## src/hdl/nvs_timing_regs.vh

```
// timing constants for the store/recall sequencer
`ifndef NVS_TIMING_REGS_VH
`define NVS_TIMING_REGS_VH
`define NVS_CLK_MHZ 250
`define NVS_T_RECALL_PU_MS 20
`define NVS_T_STORE_MS 8
`define NVS_T_DELAY_NS 25
`define NVS_T_WAKE_MS 20
`define NVS_T_SLEEP_MS 8
`define NVS_T_STANDBY_US 100
`define NVS_T_SOFTSEQ_US 500
`define NVS_T_RECALL_US 600
`define NVS_CNT_W 23
// the same times as cycle counts at 250 MHz, sized to the counters
`define NVS_RECALL_PU_CYC 23'h4c4b40
`define NVS_STORE_CYC 23'h1e8480
`define NVS_WAKE_CYC 23'h4c4b40
`define NVS_SLEEP_CYC 23'h1e8480
`define NVS_STANDBY_CYC 23'h61a8
`define NVS_SOFTSEQ_CYC 23'h1e848
`define NVS_RECALL_CYC 23'h249f0
`define NVS_DELAY_CYC 23'h6
`define NVS_SB_LAT 23'h4
`endif

```

## src/hdl/nvs_sequencer.v

```verilog
// store/recall, sleep and standby timing sequencer of a serial nvsram
// Operation
// power-up restore completes within 20 ms after supply crosses trip level
// power-fail save skipped when no sram write since last save or restore
// sram access stays enabled 25 ns after a save or restore begins; on a power-fail save the code closes it at once
// reads and writes ignored during save, restore, or low supply
// wake-up from sleep completes within 20 ms
// sleep entered within 8 ms of sleep command
// standby entered within 100 us of chip select going high; the code enters it only from idle, so it waits for a running operation
// special-function command acted upon within 500 us
// serial i/o blocked during command save or restore; host waits
// save within 8 ms, command restore within 600 us, busy reported
// host polls busy or waits maximum time before next command
`timescale 1ns/1ps
`include "nvs_timing_regs.vh"
module nvs_sequencer #(
  // defaults are the worst-case times counted at 250 MHz
  parameter [22:0] RECALL_PU_CYC = `NVS_RECALL_PU_CYC,
  parameter [22:0] STORE_CYC = `NVS_STORE_CYC,
  parameter [22:0] WAKE_CYC = `NVS_WAKE_CYC,
  parameter [22:0] SLEEP_CYC = `NVS_SLEEP_CYC,
  parameter [22:0] STANDBY_CYC = `NVS_STANDBY_CYC,
  parameter [22:0] SOFTSEQ_CYC = `NVS_SOFTSEQ_CYC,
  parameter [22:0] RECALL_CYC = `NVS_RECALL_CYC
) (
  // clock and reset
  input wire sys_clk,
  input wire rst_b,
  // supply monitor and pins (asynchronous)
  input wire vcc_ok,
  input wire cs_b,
  // command decoder pulses (sys_clk domain)
  input wire cmd_store,
  input wire cmd_recall,
  input wire cmd_save_en,
  input wire cmd_save_dis,
  input wire cmd_sleep,
  input wire cmd_wake,
  input wire sram_write,
  // status and controls
  output reg sram_access_en_r,
  output reg io_blocked_r,
  output reg busy_r,
  output reg sleep_r,
  output reg standby_r,
  output reg nv_store_go_r,
  output reg nv_recall_go_r,
  output reg power_fail_save_en_r
);

  // delay count rounded down: longest time allowed
  localparam [22:0] DELAY_CYC = `NVS_DELAY_CYC;
  // reload trimmed by the sync and output register latency
  localparam [22:0] SB_RELOAD = STANDBY_CYC - `NVS_SB_LAT;

  localparam [2:0] ST_OFF = 3'h0;
  localparam [2:0] ST_RECALL = 3'h1;
  localparam [2:0] ST_IDLE = 3'h2;
  localparam [2:0] ST_PEND = 3'h3;
  localparam [2:0] ST_STORE = 3'h4;
  localparam [2:0] ST_SWREC = 3'h5;
  localparam [2:0] ST_SLEEP = 3'h6;
  localparam [2:0] ST_WAKE = 3'h7;

  localparam [1:0] OP_STORE = 2'h0;
  localparam [1:0] OP_RECALL = 2'h1;
  localparam [1:0] OP_CFG = 2'h2;
  localparam [1:0] OP_SLEEP = 2'h3;

  reg vcc_m_r, vcc_s_r, cs_m_r, cs_s_r;
  reg [2:0] st_r, st_nxt;
  reg [22:0] cnt_r, cnt_nxt;
  reg [22:0] gate_r, gate_nxt;
  reg [22:0] sb_cnt_r;
  reg [1:0] op_r, op_nxt;
  reg dirty_r, dirty_nxt;
  reg cfg_nxt;

  function [22:0] dec_sat;
    input [22:0] v;
    begin
      dec_sat = (v == 23'h0) ? 23'h0 : v - 23'h1;
    end
  endfunction

  // cs_b resets to its idle level so no false release follows reset
  always @(posedge sys_clk or negedge rst_b) begin
    if (!rst_b) begin
      vcc_m_r <= 1'b0;
      vcc_s_r <= 1'b0;
      cs_m_r <= 1'b1;
      cs_s_r <= 1'b1;
    end else begin
      vcc_m_r <= vcc_ok;
      vcc_s_r <= vcc_m_r;
      cs_m_r <= cs_b;
      cs_s_r <= cs_m_r;
    end
  end

  // states in which the nv array or the wake-up logic is active
  wire nv_busy = (st_r == ST_RECALL) || (st_r == ST_STORE) || (st_r == ST_SWREC) ||
    (st_r == ST_WAKE) || (st_r == ST_OFF);

  always @* begin
    st_nxt = st_r;
    cnt_nxt = dec_sat(cnt_r);
    gate_nxt = dec_sat(gate_r);
    op_nxt = op_r;
    cfg_nxt = power_fail_save_en_r;
    // writes count only while the access window is open
    dirty_nxt = dirty_r | (sram_write & sram_access_en_r & ~nv_busy);
    case (st_r)
      ST_OFF: begin
        if (vcc_s_r) begin
          st_nxt = ST_RECALL;
          cnt_nxt = RECALL_PU_CYC;
        end
      end
      ST_RECALL, ST_SWREC, ST_STORE, ST_WAKE: begin
        if (cnt_r == 23'h0) begin
          st_nxt = ST_IDLE;
          if (st_r != ST_WAKE) dirty_nxt = 1'b0;
        end
      end
      ST_IDLE: begin
        if (cmd_store | cmd_recall | cmd_save_en | cmd_save_dis | cmd_sleep) begin
          st_nxt = ST_PEND;
          cnt_nxt = SOFTSEQ_CYC;
          gate_nxt = DELAY_CYC;
          op_nxt = cmd_store ? OP_STORE : cmd_recall ? OP_RECALL :
            cmd_sleep ? OP_SLEEP : OP_CFG;
          if (cmd_save_en) cfg_nxt = 1'b1;
          if (cmd_save_dis) cfg_nxt = 1'b0;
        end
      end
      ST_PEND: begin
        // grace count over: start the selected operation
        if (gate_r == 23'h0) begin
          case (op_r)
            OP_STORE: begin
              st_nxt = ST_STORE;
              cnt_nxt = STORE_CYC;
            end
            OP_RECALL: begin
              st_nxt = ST_SWREC;
              cnt_nxt = RECALL_CYC;
            end
            OP_SLEEP: begin
              st_nxt = ST_SLEEP;
              cnt_nxt = SLEEP_CYC;
            end
            default: st_nxt = ST_IDLE;
          endcase
        end
      end
      ST_SLEEP: begin
        if (cmd_wake) begin
          st_nxt = ST_WAKE;
          cnt_nxt = WAKE_CYC;
        end
      end
      default: st_nxt = ST_OFF;
    endcase
    // supply loss wins over any state; save only when data changed
    if (!vcc_s_r && st_r != ST_OFF) begin
      st_nxt = ST_OFF;
      if (dirty_r && power_fail_save_en_r) begin
        gate_nxt = DELAY_CYC;
        cnt_nxt = STORE_CYC;
      end else begin
        gate_nxt = 23'h0;
        cnt_nxt = 23'h0;
      end
      dirty_nxt = 1'b0;
    end
  end

  always @(posedge sys_clk or negedge rst_b) begin
    if (!rst_b) begin
      st_r <= ST_OFF;
      cnt_r <= 23'h0;
      gate_r <= 23'h0;
      op_r <= OP_STORE;
      dirty_r <= 1'b0;
      sb_cnt_r <= 23'h0;
      sram_access_en_r <= 1'b0;
      io_blocked_r <= 1'b1;
      busy_r <= 1'b1;
      sleep_r <= 1'b0;
      standby_r <= 1'b0;
      nv_store_go_r <= 1'b0;
      nv_recall_go_r <= 1'b0;
      power_fail_save_en_r <= 1'b1;
    end else begin
      st_r <= st_nxt;
      cnt_r <= cnt_nxt;
      gate_r <= gate_nxt;
      op_r <= op_nxt;
      dirty_r <= dirty_nxt;
      power_fail_save_en_r <= cfg_nxt;
      // access window closes once the grace count runs out
      sram_access_en_r <= vcc_s_r && (st_nxt == ST_IDLE ||
        (st_nxt == ST_PEND && gate_nxt != 23'h0));
      io_blocked_r <= (st_nxt != ST_IDLE) && (st_nxt != ST_SLEEP);
      // busy also covers the sleep entry count, where commands would be lost
      busy_r <= (st_nxt != ST_IDLE) &&
        !(st_nxt == ST_SLEEP && cnt_nxt == 23'h0);
      sleep_r <= (st_nxt == ST_SLEEP) && (cnt_nxt == 23'h0);
      nv_store_go_r <= (st_nxt == ST_STORE) ||
        (st_nxt == ST_OFF && cnt_nxt != 23'h0);
      nv_recall_go_r <= (st_nxt == ST_RECALL) || (st_nxt == ST_SWREC);
      // standby count restarts whenever chip select is low
      if (!cs_s_r)
        sb_cnt_r <= SB_RELOAD;
      else
        sb_cnt_r <= dec_sat(sb_cnt_r);
      standby_r <= cs_s_r && (sb_cnt_r == 23'h0) && (st_nxt == ST_IDLE);
    end
  end

endmodule // nvs_sequencer

```

## config.mk

```make
export PLATFORM = sky130hd
export DESIGN_NAME = nvs_sequencer
export DESIGN_NICKNAME = d
export VERILOG_FILES = /design/src/hdl/nvs_sequencer.v
export VERILOG_INCLUDE_DIRS = /design/src /design/src/hdl
export SDC_FILE = /design/constraint.sdc
export NUM_CORES = 1
export LEC_CHECK = 0
export BUFFER_PORTS_ARGS = -buffer_cell sky130_fd_sc_hd__buf_4
export CAP_MARGIN = 10
export CORE_ASPECT_RATIO = 0.9
export CORE_MARGIN = 3
export CORE_UTILIZATION = 45
export DETAILED_ROUTE_END_ITERATION = 10
export SYNTH_ARGS = -nofsm -noshare
export SYNTH_HDL_FRONTEND = slang
export SYNTH_SLANG_ARGS = --single-unit
export TNS_END_PERCENT = 50
```

## constraint.sdc

```tcl
create_clock -name sys_clk -period 5.3 [get_ports sys_clk]
set_clock_uncertainty 0.15 [all_clocks]
set_input_delay 1.59 -clock sys_clk [delete_from_list [all_inputs] [get_ports sys_clk]]
set_output_delay 1.59 -clock sys_clk [all_outputs]
set_load 0.03 [all_outputs]
```

-- After elaboration in Yosys (flattened, before gate mapping)
Index checks and enable logic that the tools add are counted.
- bits in registers: 87
- input port bits: 11
- output and inout port bits: 8
- logic and storage cells: 114
- add/subtract/negate cells: 3
- equal/unequal tests: 18
- mux-type cells: 33
- bitwise logic cells: 8
- reduce and logical (&&, ||, !) cells: 34
- operators by type and width (cell ; number):
    $mux W23 ; 12
    $logic_not A23 Y1 ; 4
    $pmux W23 S4 ; 1
    $sub A23 B1 Y23 const B ; 3
    $pmux W23 S2 ; 1
    $reduce_bool A23 Y1 ; 2
    $eq A3 B3 Y1 const B ; 7
    $mux W21 ; 1
    $mux W3 ; 7
    $pmux W3 S5 ; 1
    $eq A3 B2 Y1 const B ; 4
    $logic_and A1 B1 Y1 ; 10
    $pmux W3 S3 ; 1
    $logic_or A1 B1 Y1 ; 7
    $mux W1 ; 7
    $eq A3 B1 Y1 const B ; 2
    $logic_not A3 Y1 ; 2
    $ne A3 B3 Y1 const B ; 2
    $or A1 B1 Y1 ; 5
    $mux W2 ; 2
    $reduce_or A4 Y1 ; 1
    $ne A3 B2 Y1 const B ; 1
    $reduce_and A3 Y1 ; 1
    $reduce_bool A3 Y1 ; 1
    other kinds (9) ; 11

-- Depth between registers and ports, before layout
Gate-level depths: netlist of run 1.
- depth in word-level cells: 12
- depth in mapped cells: 10
- mapped depth without buffers: 10

-- Worst setup path after synthesis of run 1
Ideal clock, no wire load.
- kind: input to register
- from: input port cmd_save_dis
- to: register sleep_r
- library setup time: 67 ps
- arrival: 3756 ps
- data required time: 5083 ps
- slack: 1327 ps
- stages: 9
- path buffers: 1
- cell sequence: or3_1 > o31ai_1 > or2_2 > clkbuf_1 > nand4b_1 > o211ai_1 > nand4_1 > nor4_2 > and3_1
- cells in the longest elaborated chain, start to end: 7
- elaborated cells on any way between the ends: 11
- classes of those cells: 1 x eq/ne; 6 x mux; 2 x bitwise; 2 x reduce/logical
- ends and longest elaborated chain (element ; line ; source):
    start: declaration ; nvs_sequencer.v:36 ; input wire cmd_save_dis,
    $or A1 B1 Y1 (*) (2 in series) ; nvs_sequencer.v:127 ; if (cmd_store | cmd_recall | cmd_save_en | cmd_save_dis | cmd_sleep) begin
    $mux W23 / $mux W3 (equally long branches) ; nvs_sequencer.v:127 ;
    $pmux W23 S4 / $pmux W3 S5 (equally long branches) ; nvs_sequencer.v:113 ; case (st_r)
    $mux W23 / $mux W3 (equally long branches) ; nvs_sequencer.v:166 ; if (!vcc_s_r && st_r != ST_OFF) begin
    $logic_not A23 Y1 / $eq A3 B3 Y1 (equally long branches) ; nvs_sequencer.v:209 ; sleep_r <= (st_nxt == ST_SLEEP) && (cnt_nxt == 23'h0);
    $logic_and A1 B1 Y1 (*) ; nvs_sequencer.v:209 ;
    end signal: assignment ; nvs_sequencer.v:209 ;
    end: declaration ; nvs_sequencer.v:44 ; output reg sleep_r,
Mark *: on every way between the ends. The rest lies on a longest branch, timed or not.
A chain may end at the register's enable or synchronous reset.

-- Worst setup path in the final report of run 1
- from: input port cmd_save_dis
- to: register sleep_r
- cells in the longest elaborated chain, start to end: 7
- elaborated cells on any way between the ends: 11
- classes of those cells: 1 x eq/ne; 6 x mux; 2 x bitwise; 2 x reduce/logical
- ends and longest elaborated chain (element ; line ; source):
    $or A1 B1 Y1 (2 in series) ; nvs_sequencer.v:127 ;
    $mux W23 ; nvs_sequencer.v:127 ;
    $pmux W23 S4 ; nvs_sequencer.v:113 ;
    $mux W23 ; nvs_sequencer.v:166 ;
    via cnt_nxt[6] ; nvs_sequencer.v:72 ; reg [22:0] cnt_r, cnt_nxt;
    $logic_not A23 Y1 ; nvs_sequencer.v:209 ;
    $logic_and A1 B1 Y1 ; nvs_sequencer.v:209 ;
The timed path passes the listed nets, and every way through them passes these cells.

==> flow_summary.toml, run 1 <==
[grt]
first_global_vias = 3867
grt_pass1_wl_um = 19890
grt_util_all_layers_pct = 20.67
grt_max_degree = 62
grt_antenna_before_repair = 0
grt.overflow.total = 0

[critical_path]
crit_arrival_ns = 3.98
worst_setup_path_start_kind = "input pin"
crit_type = "in -> reg"
crit_path_end_kind = "flip-flop"
timing.rr.end = "sleep_r"
cp_slowest_cell = "or3_1"
required_ns = 5.43
path_cells = "buf_4 > or3_1 > nor4b_1 > nor3_1 > o21ai_0 > o21ai_0 > a21o_1 > nor4_2 > and3_1"
cpMostUsedCell = "o21ai_0"
r2r_start = "gate_r[0]"
critPathMaxStageDelay_ns = 0.45
crit_fanout = 4
rrSetupSlack_ns = 1.59
rr_worst_depth = 10

[finish]
final_cell_mix = "82 x dfrtp_1, 73 x nor2_1, 50 x nand2_1"
finalInstanceArea_mm2 = 0.005435
nFillCells = 935
instances_no_fill = 681
diodes = 0
final_util_pct = 52.37
fin_nets = 566
layout_commonest_cell = "dfrtp_1"
drive_gt1_share_pct = 12.14
area_delta_synth_final_pct = 11.84

[timing]
grt_setup_unrepaired = "false"
worst_pin_slew_ns = 1.015
fmax_mhz = 260.1
period_share_pct = 72.54
slew_headroom_pct = 31.70
final_max_slew_viol_count = 0
timing_hold_violations_final = 0
finalCriticalPeriod_ns = 3.844
layout_setup_ws_ns = 1.456
tns_ns = 0
final-setup-viol-count = 0

[place]
place_ws_ns = 1.126
place_congestion = 0.9213
place_inst = 665
dp_hpwl_um = 8561
dpl_cell_area_mm2 = 0.005120
io_buffers = 18

[pwr]
pwr_density_cell_mw_per_mm2 = 445.5
vdd_ir_drop_max_v = 0.0003000
power.static_leakage_nw = 2.291

[synthesis]
syn_inst = 528
synth_edf_count = 0
syn_avg_cell_area_um2 = 9.204
ys_seq_elements = 87
syn_nets = 547
ys_seq_area_share_pct = 44.93
synth-warning-count = 0
netlist.area_leader.share_pct = 42.22
synthesis.area_mm2 = 0.004860
synth_area_leaders = "dfrtp_1 42%, xnor2_1 6.8%, nor2_1 5.6%"
synth_area_leader_cell = "dfrtp_1"
ys.flop_type = "dfrtp_1"
synth_cell_types = 66
synth_async_sr_flop_share_pct = 100.0

[clock_network]
post_cts_buffers = 0
htreeDepth = 3
clk_pin_slew_ns = 0.07
clk_path_buf_depth = 2
cts.repair.resized = 0
postCtsHoldBufs = 0
clock_latency_ns = 0.34
cts_tree = "built"
clock_sinks = 87
cts_made_buffers = 9
clock-root-buffer = "clkbuf_16"

[floorplanning]
fp.dieH_um = 104.6
io_pins = 19
fp.dieW_um = 115.5
initial_core_util_pct = 46.82
rows = 35
die_area_mm2 = 0.01208
core_mm2 = 0.01038

[hold_path]
hp-start = "vcc_m_r"
holdPathEnd = "vcc_s_r"
hold_depth = 0
min_path_type = "reg -> reg"

[route]
drt_first_pass_iters = 4
drt-initial-drc-count = 294
drc_errors = 0
wl_per_cell_um = 17.15
ant_nets = 0
avgViaCountPerCell = 5.836
via_count = 3974
wl_um = 11680

[flow_run]
maxCapViolCount = 0

[outcome]
outcome = "complete, no violations"
## synth_stat cells, types with 6 or more instances
cell,instances
o31ai_1,6
ha_1,8
or3_1,9
nand2_1,50
nor4_1,16
nor3_1,20
xnor2_1,38
inv_1,15
nor2b_1,7
xor2_1,14
dfrtp_1,82
or4_1,9
clkbuf_1,10
o21ai_0,31
a21oi_1,31
nor2_1,73
nand3_1,11
## per-layer routing
| metal | wire (um) | GRT usage, % | vias to the layer above |
|---|---|---|---|
| met5 | 0 | 0 | - |
| met4 | 165 | 6.454 | 0 |
| met3 | 702 | 3.822 | 13 |
| met2 | 5191 | 29.09 | 98 |
| met1 | 5618 | 31.97 | 1929 |
| li1 | - | - | 1934 |
## flip-flops by register name, indices dropped and copies added (netlist names), 2 cells and up
name and count:
cnt_r 23, gate_r 23, sb_cnt_r 23, st_r 3, op_r 2
## critical path: cells and delay by family
| kind | cells | cell delay [ns] |
|---|---|---|
| buffers and inverters | 1 | 0.11 |
| AOI/OAI and AO/OA | 3 | 0.71 |
| and+or+nand+nor | 5 | 1.57 |
## stage by stage
stage / hold WS [ns] / power (mW)
floorplan: 0.1812 / 1.548
global route: 0.2087 / 2.593
global placement: 0.1879 / 1.744
detailed placement: 0.1862 / 1.755
finish: 0.1981 / 2.421
CTS: 0.2006 / 2.436
## cell type report
type | instances | area (um2) | area share (%)
clock buffers | 10 | 239.0 | 4.397
clock inverters | 6 | 76.32 | 1.404
inverters | 15 | 56.30 | 1.036
multi-input cells | 413 | 2561 | 47.12
flip-flops and latches | 87 | 2183 | 40.17
well taps | 129 | 161.4 | 2.970
repair buffers | 21 | 157.7 | 2.901
## how the worst max path moves through the flow
stage / start / to / slack (ns) / depth (start not counted)
after floorplan: cmd_save_dis / sleep_r / 1.33 / 9
after global routing: cmd_save_dis / sleep_r / 1.23 / 9
after detailed placement: cmd_save_dis / busy_r / 1.13 / 9
final: cmd_save_dis / sleep_r / 1.46 / 9
after CTS: cmd_save_dis / busy_r / 1.48 / 9
after global placement: cmd_save_dis / sleep_r / 1.26 / 9
## power breakdown
group	internal, mW	switching [mW]
Sequential	0.784	0.162
Combinational	0.339	0.469
Clock	0.387	0.281
## cells by family after synthesis
| kind of cell | Yosys count | share of synthesized area (%) |
|---|---|---|
| and+or+nand+nor | 244 | 26.90 |
| muxes | 1 | 0.2317 |
| xor gates and xnor gates | 52 | 9.372 |
| adders and majority gates | 8 | 2.060 |
| DFF | 87 | 44.93 |
| buffers and inverters | 28 | 2.368 |
| AOI/OAI and AO/OA | 108 | 14.14 |
Power figures use the tool's default switching activity.
==> run 2, diff against run 1 <==
==> constraint.sdc (replaced) <==
create_clock -name sys_clk -period 3.65 [get_ports sys_clk]
set_clock_uncertainty 0.15 [all_clocks]
set_input_delay 1.095 -clock sys_clk [delete_from_list [all_inputs] [get_ports sys_clk]]
set_output_delay 1.095 -clock sys_clk [all_outputs]
set_load 0.03 [all_outputs]
==> flow_summary.toml, run 2 (synthesized netlist as in run 1, its figures left out) <==
[route]
wl_um = 11840
wl_per_cell_um = 17.05
drt-initial-drc-count = 321
drc_errors = 0
ant_nets = 0
avgViaCountPerCell = 5.816
drt_first_pass_iters = 6
via_count = 4036

[pwr]
power.static_leakage_nw = 2.366
pwr_density_cell_mw_per_mm2 = 648.3
vdd_ir_drop_max_v = 0.0004345
finalPower_mw = 3.606

[finish]
final_cell_mix = "82 x dfrtp_1, 73 x nor2_1, 50 x nand2_1"
diodes = 0
fin_nets = 579
top_regs = "cnt_r x23, gate_r x23, sb_cnt_r x23"
layout_commonest_cell = "dfrtp_1"
drive_gt1_share_pct = 14.16
area_delta_synth_final_pct = 14.44

[floorplanning]
die_area_mm2 = 0.01208
fp.dieH_um = 104.6
fp.dieW_um = 115.5
rows = 35
initial_core_util_pct = 46.82
core_mm2 = 0.01038
io_pins = 19

[critical_path]
required_ns = 3.77
crit_arrival_ns = 3.64
crit_path_end_kind = "flip-flop"
crit_fanout = 7
crit_type = "reg -> reg"
worst_setup_path_start_kind = "flip-flop"

[outcome]
outcome = "complete, no violations"

[timing]
final_max_slew_viol_count = 0
finalCriticalPeriod_ns = 3.514
fmax_mhz = 284.6
worst_pin_slew_ns = 0.5970
period_share_pct = 96.26
tns_ns = 0
grt_setup_unrepaired = "false"
final-setup-viol-count = 0
timing_hold_violations_final = 0
slew_headroom_pct = 59.83

[clock_network]
postCtsHoldBufs = 0
cts_tree = "built"
clock_latency_ns = 0.34
post_cts_buffers = 0
cts.repair.resized = 0
clk_path_buf_depth = 2
htreeDepth = 3
clock-root-buffer = "clkbuf_16"
clk_pin_slew_ns = 0.07
cts_made_buffers = 9
clock_sinks = 87

[place]
place_congestion = 0.9032
io_buffers = 18
dp_hpwl_um = 8950

[grt]
grt_util_all_layers_pct = 20.96
grt_max_degree = 53
first_global_vias = 3922
grt.overflow.total = 0
grt_antenna_before_repair = 0
grt_pass1_wl_um = 20140

[flow_run]
maxCapViolCount = 0

[hold_path]
min_path_type = "reg -> reg"
-- run 2: final timing paths --
path / slack, ns / cells past startpoint / to / from
setup / recovery: 0.14 / 8 / sleep_r / cnt_r[5]
hold / removal: 0.22 / 0 / vcc_s_r / vcc_m_r
setup reg to reg: 0.14 / 8 / sleep_r / cnt_r[5]
hold reg to reg: 0.22 / 0 / vcc_s_r / vcc_m_r
max in group asynchronous: 2.09 / 2 / busy_r / rst_b
min in group asynchronous: 0.56 / 1 / sb_cnt_r[20] / rst_b
-- run 2: worst max-delay path, cell delays in order (launching register included) --
cell     delay (ns)
dfrtp_1        0.45
or4_4          0.61
or4_4          0.54
or4_4          0.52
xor2_1         0.20
a31o_1         0.21
nand4_1        0.12
nor4_2         0.44
and3_1         0.21
-- run 2: cell type report --
class                      instances  area, um2
clock inverter                     6      92.59
fill                             962       4817
inverter                          15      56.30
multi-input combinational        413       2561
clock buffer                      10      239.0
tap                              129      161.4
timing repair buffer              34      267.8
sequential                        87       2183
-- run 2: power by group --
part	internal, mW	leakage (nW)	switching [mW]
clock	0.622	0.155	0.389
sequential	1.14	1.11	0.233
combinational	0.529	1.10	0.694
total	2.29	2.37	1.32
-- run 2: layer usage --
layer  up-vias  global-route usage [%]  part of all wire, %
met5         -                       0                    0
met4         0                   5.700                  1.8
met3        14                   4.632                  6.6
met2       124                   29.17                   43
met1      1944                   32.58                   49
li1       1954                       -                    -
-- run 2: metrics by stage --
stage	util, %	area [um2]	worst slack [ns]	cells	hold WS (ns)
2_1_floorplan	-	4860	0.1724	528	0.1812
3_3_place_gp	50.39	5230	0.1143	678	0.1827
3_5_place_dp	50.39	5230	0.03678	678	0.2062
4_1_cts	53.59	5562	0.1489	694	0.2207
5_1_grt	53.59	5562	0.01333	694	0.2281
6_report	53.59	5562	0.1364	694	0.2185
==> run 3, diff against run 2 <==
--- a/config.mk
+++ b/config.mk
@@ -12,6 +12,7 @@
 export CORE_MARGIN = 3
 export CORE_UTILIZATION = 45
 export DETAILED_ROUTE_END_ITERATION = 10
+export GPL_TIMING_DRIVEN = 0
 export SYNTH_ARGS = -nofsm -noshare
 export SYNTH_HDL_FRONTEND = slang
 export SYNTH_SLANG_ARGS = --single-unit
==> flow_summary.toml, run 3 (synthesized netlist as in run 1, its figures left out) <==
[grt]
grt.overflow.total = 0
grt_pass1_wl_um = 19820
gr-usage-met3_pct = 6.312
first_global_vias = 3912
grt_max_degree = 88
grt_antenna_before_repair = 0
grt_util_all_layers_pct = 20.77
grt_util_met1_pct = 29.26
busiest_layer = "met2"
use_met2_pct = 31.74

[finish]
diodes = 0
fin_nets = 577
finalInstanceArea_mm2 = 0.005514
top_regs = "cnt_r x23, gate_r x23, sb_cnt_r x23"
layout_commonest_cell = "dfrtp_1"
final_cell_mix = "82 x dfrtp_1, 73 x nor2_1, 50 x nand2_1"
drive_gt1_share_pct = 12.97
area_delta_synth_final_pct = 13.47
nFillCells = 965

[clock_network]
htreeDepth = 3
clock_latency_ns = 0.34
clk_pin_slew_ns = 0.07
cts_tree = "built"
clock_sinks = 87
cts_made_buffers = 9
clock-root-buffer = "clkbuf_16"
postCtsHoldBufs = 0
clk_path_buf_depth = 2

[flow_run]
maxCapViolCount = 0

[critical_path]
crit_fanout = 7
required_ns = 3.74
cpLargestDelayFamily = "simple AND/OR/NAND/NOR gates"
path_cells = "buf_4 > or3_1 > o31ai_4 > buf_4 > or2_2 > clkbuf_1 > nand4b_1 > o211ai_1 > nand4_1 > nor4_4 > o21ai_0"
crit_path_end_kind = "flip-flop"
crit_arrival_ns = 3.69
worst_setup_path_start_kind = "input pin"
cp_slowest_cell = "or3_1"
crit_type = "in -> reg"
critPathBufInv = 3
cpMostUsedCell = "buf_4"
critPathMaxStageDelay_ns = 0.51

[route]
ant_nets = 0
wl_per_cell_um = 17.36
drt-initial-drc-count = 275
wl_um = 12010
avgViaCountPerCell = 5.795
drc_errors = 0
via_count = 4010
drt_first_pass_iters = 5

[pwr]
power.static_leakage_nw = 2.317
finalPower_mw = 3.547
pwr_density_cell_mw_per_mm2 = 643.2
vdd_ir_drop_max_v = 0.0003985

[timing]
fmax_mhz = 277.5
final_max_slew_viol_count = 0
final-setup-viol-count = 0
timing_hold_violations_final = 0
period_share_pct = 98.72
finalCriticalPeriod_ns = 3.603
slew_headroom_pct = 25.87
grt_setup_unrepaired = "true"
worst_pin_slew_ns = 1.112

[floorplanning]
fp.dieH_um = 104.6
initial_core_util_pct = 46.82
rows = 35
core_mm2 = 0.01038
fp.dieW_um = 115.5
io_pins = 19
die_area_mm2 = 0.01208

[place]
io_buffers = 18
dp_hpwl_um = 8615
dpl_cell_area_mm2 = 0.005156
place_congestion = 0.8703

[outcome]
outcome = "complete, no violations"

[hold_path]
min_path_type = "reg -> reg"
==> run 3: cell types whose count changed in the layout (fill, tap and decap cells not counted), sizes merged <==
cell      before  now
clkbuf        10   21
clkinv         1    2
buf           34   21
clkinvlp       2    1
bufinv         2    1
inv           16   17
==> run 3: final timing paths <==
path | start | to | slack, ns | depth (start not counted)
max | cmd_save_dis | busy_r | 0.05 | 11
min | vcc_m_r | vcc_s_r | 0.20 | 0
max reg2reg | cnt_r[4] | busy_r | 0.14 | 9
min reg2reg | vcc_m_r | vcc_s_r | 0.20 | 0
max in group asynchronous | rst_b | gate_r[14] | 1.83 | 1
min in group asynchronous | rst_b | sb_cnt_r[3] | 0.81 | 1
==> run 3: report_power, final <==
part / leakage, nW / total (mW) / switching [mW] / internal (mW)
sequential: 1.11 / 1.36 / 0.226 / 1.14
clock: 0.143 / 0.940 / 0.404 / 0.536
combinational: 1.06 / 1.24 / 0.721 / 0.521
==> run 3: routing by layer <==
metal  share of wire (%)  up-vias
li1                    -     1940
met1                  48     1957
met2                  45      102
met3                 5.4       11
met4                0.92        0
met5                   0        -
==> run 3: through the flow <==
stage	setup WS [ns]	hold slack [ns]	utilization [%]	cells	TNS, ns
after global routing	-0.03357	0.2099	53.13	692	-0.08700
after floorplan	0.1724	0.1812	-	528	0
after detailed placement	-0.6826	0.1927	49.68	675	-3.482
after global placement	-0.5878	0.1821	49.68	675	-2.606
final	0.04682	0.2032	53.13	692	0
after CTS	0.04627	0.2091	52.72	691	0
==> run 3: layout make-up <==
class                   count  area (um2)  share of cell area (%)
multi-input cells         413        2613                   47.38
flip-flops and latches     87        2183                   39.60
clock buffers              10       229.0                   4.152
well taps                 129       161.4                   2.927
repair buffers             19       142.6                   2.587
clock inverters             6       68.82                   1.248
plain buffers              13       60.06                   1.089
inverters                  15       56.30                   1.021
==> run 3: worst reg2reg max path: cells and delay by family (launching register included) <==
family	cells	cell delay, ns
AND/OR/NAND/NOR	5	2.18
flip-flops	1	0.38
AO/OA/AOI/OAI	2	0.37
XOR/XNOR	1	0.21
buffers and inverters	1	0.13
==> run 3: timing repair <==
item | 4_1_cts | 5_1_grt
resized for setup | 3 | 7
setup endpoints to repair | 3 | 14
pin swaps | 0 | 2
buffers inserted | 0 | 1
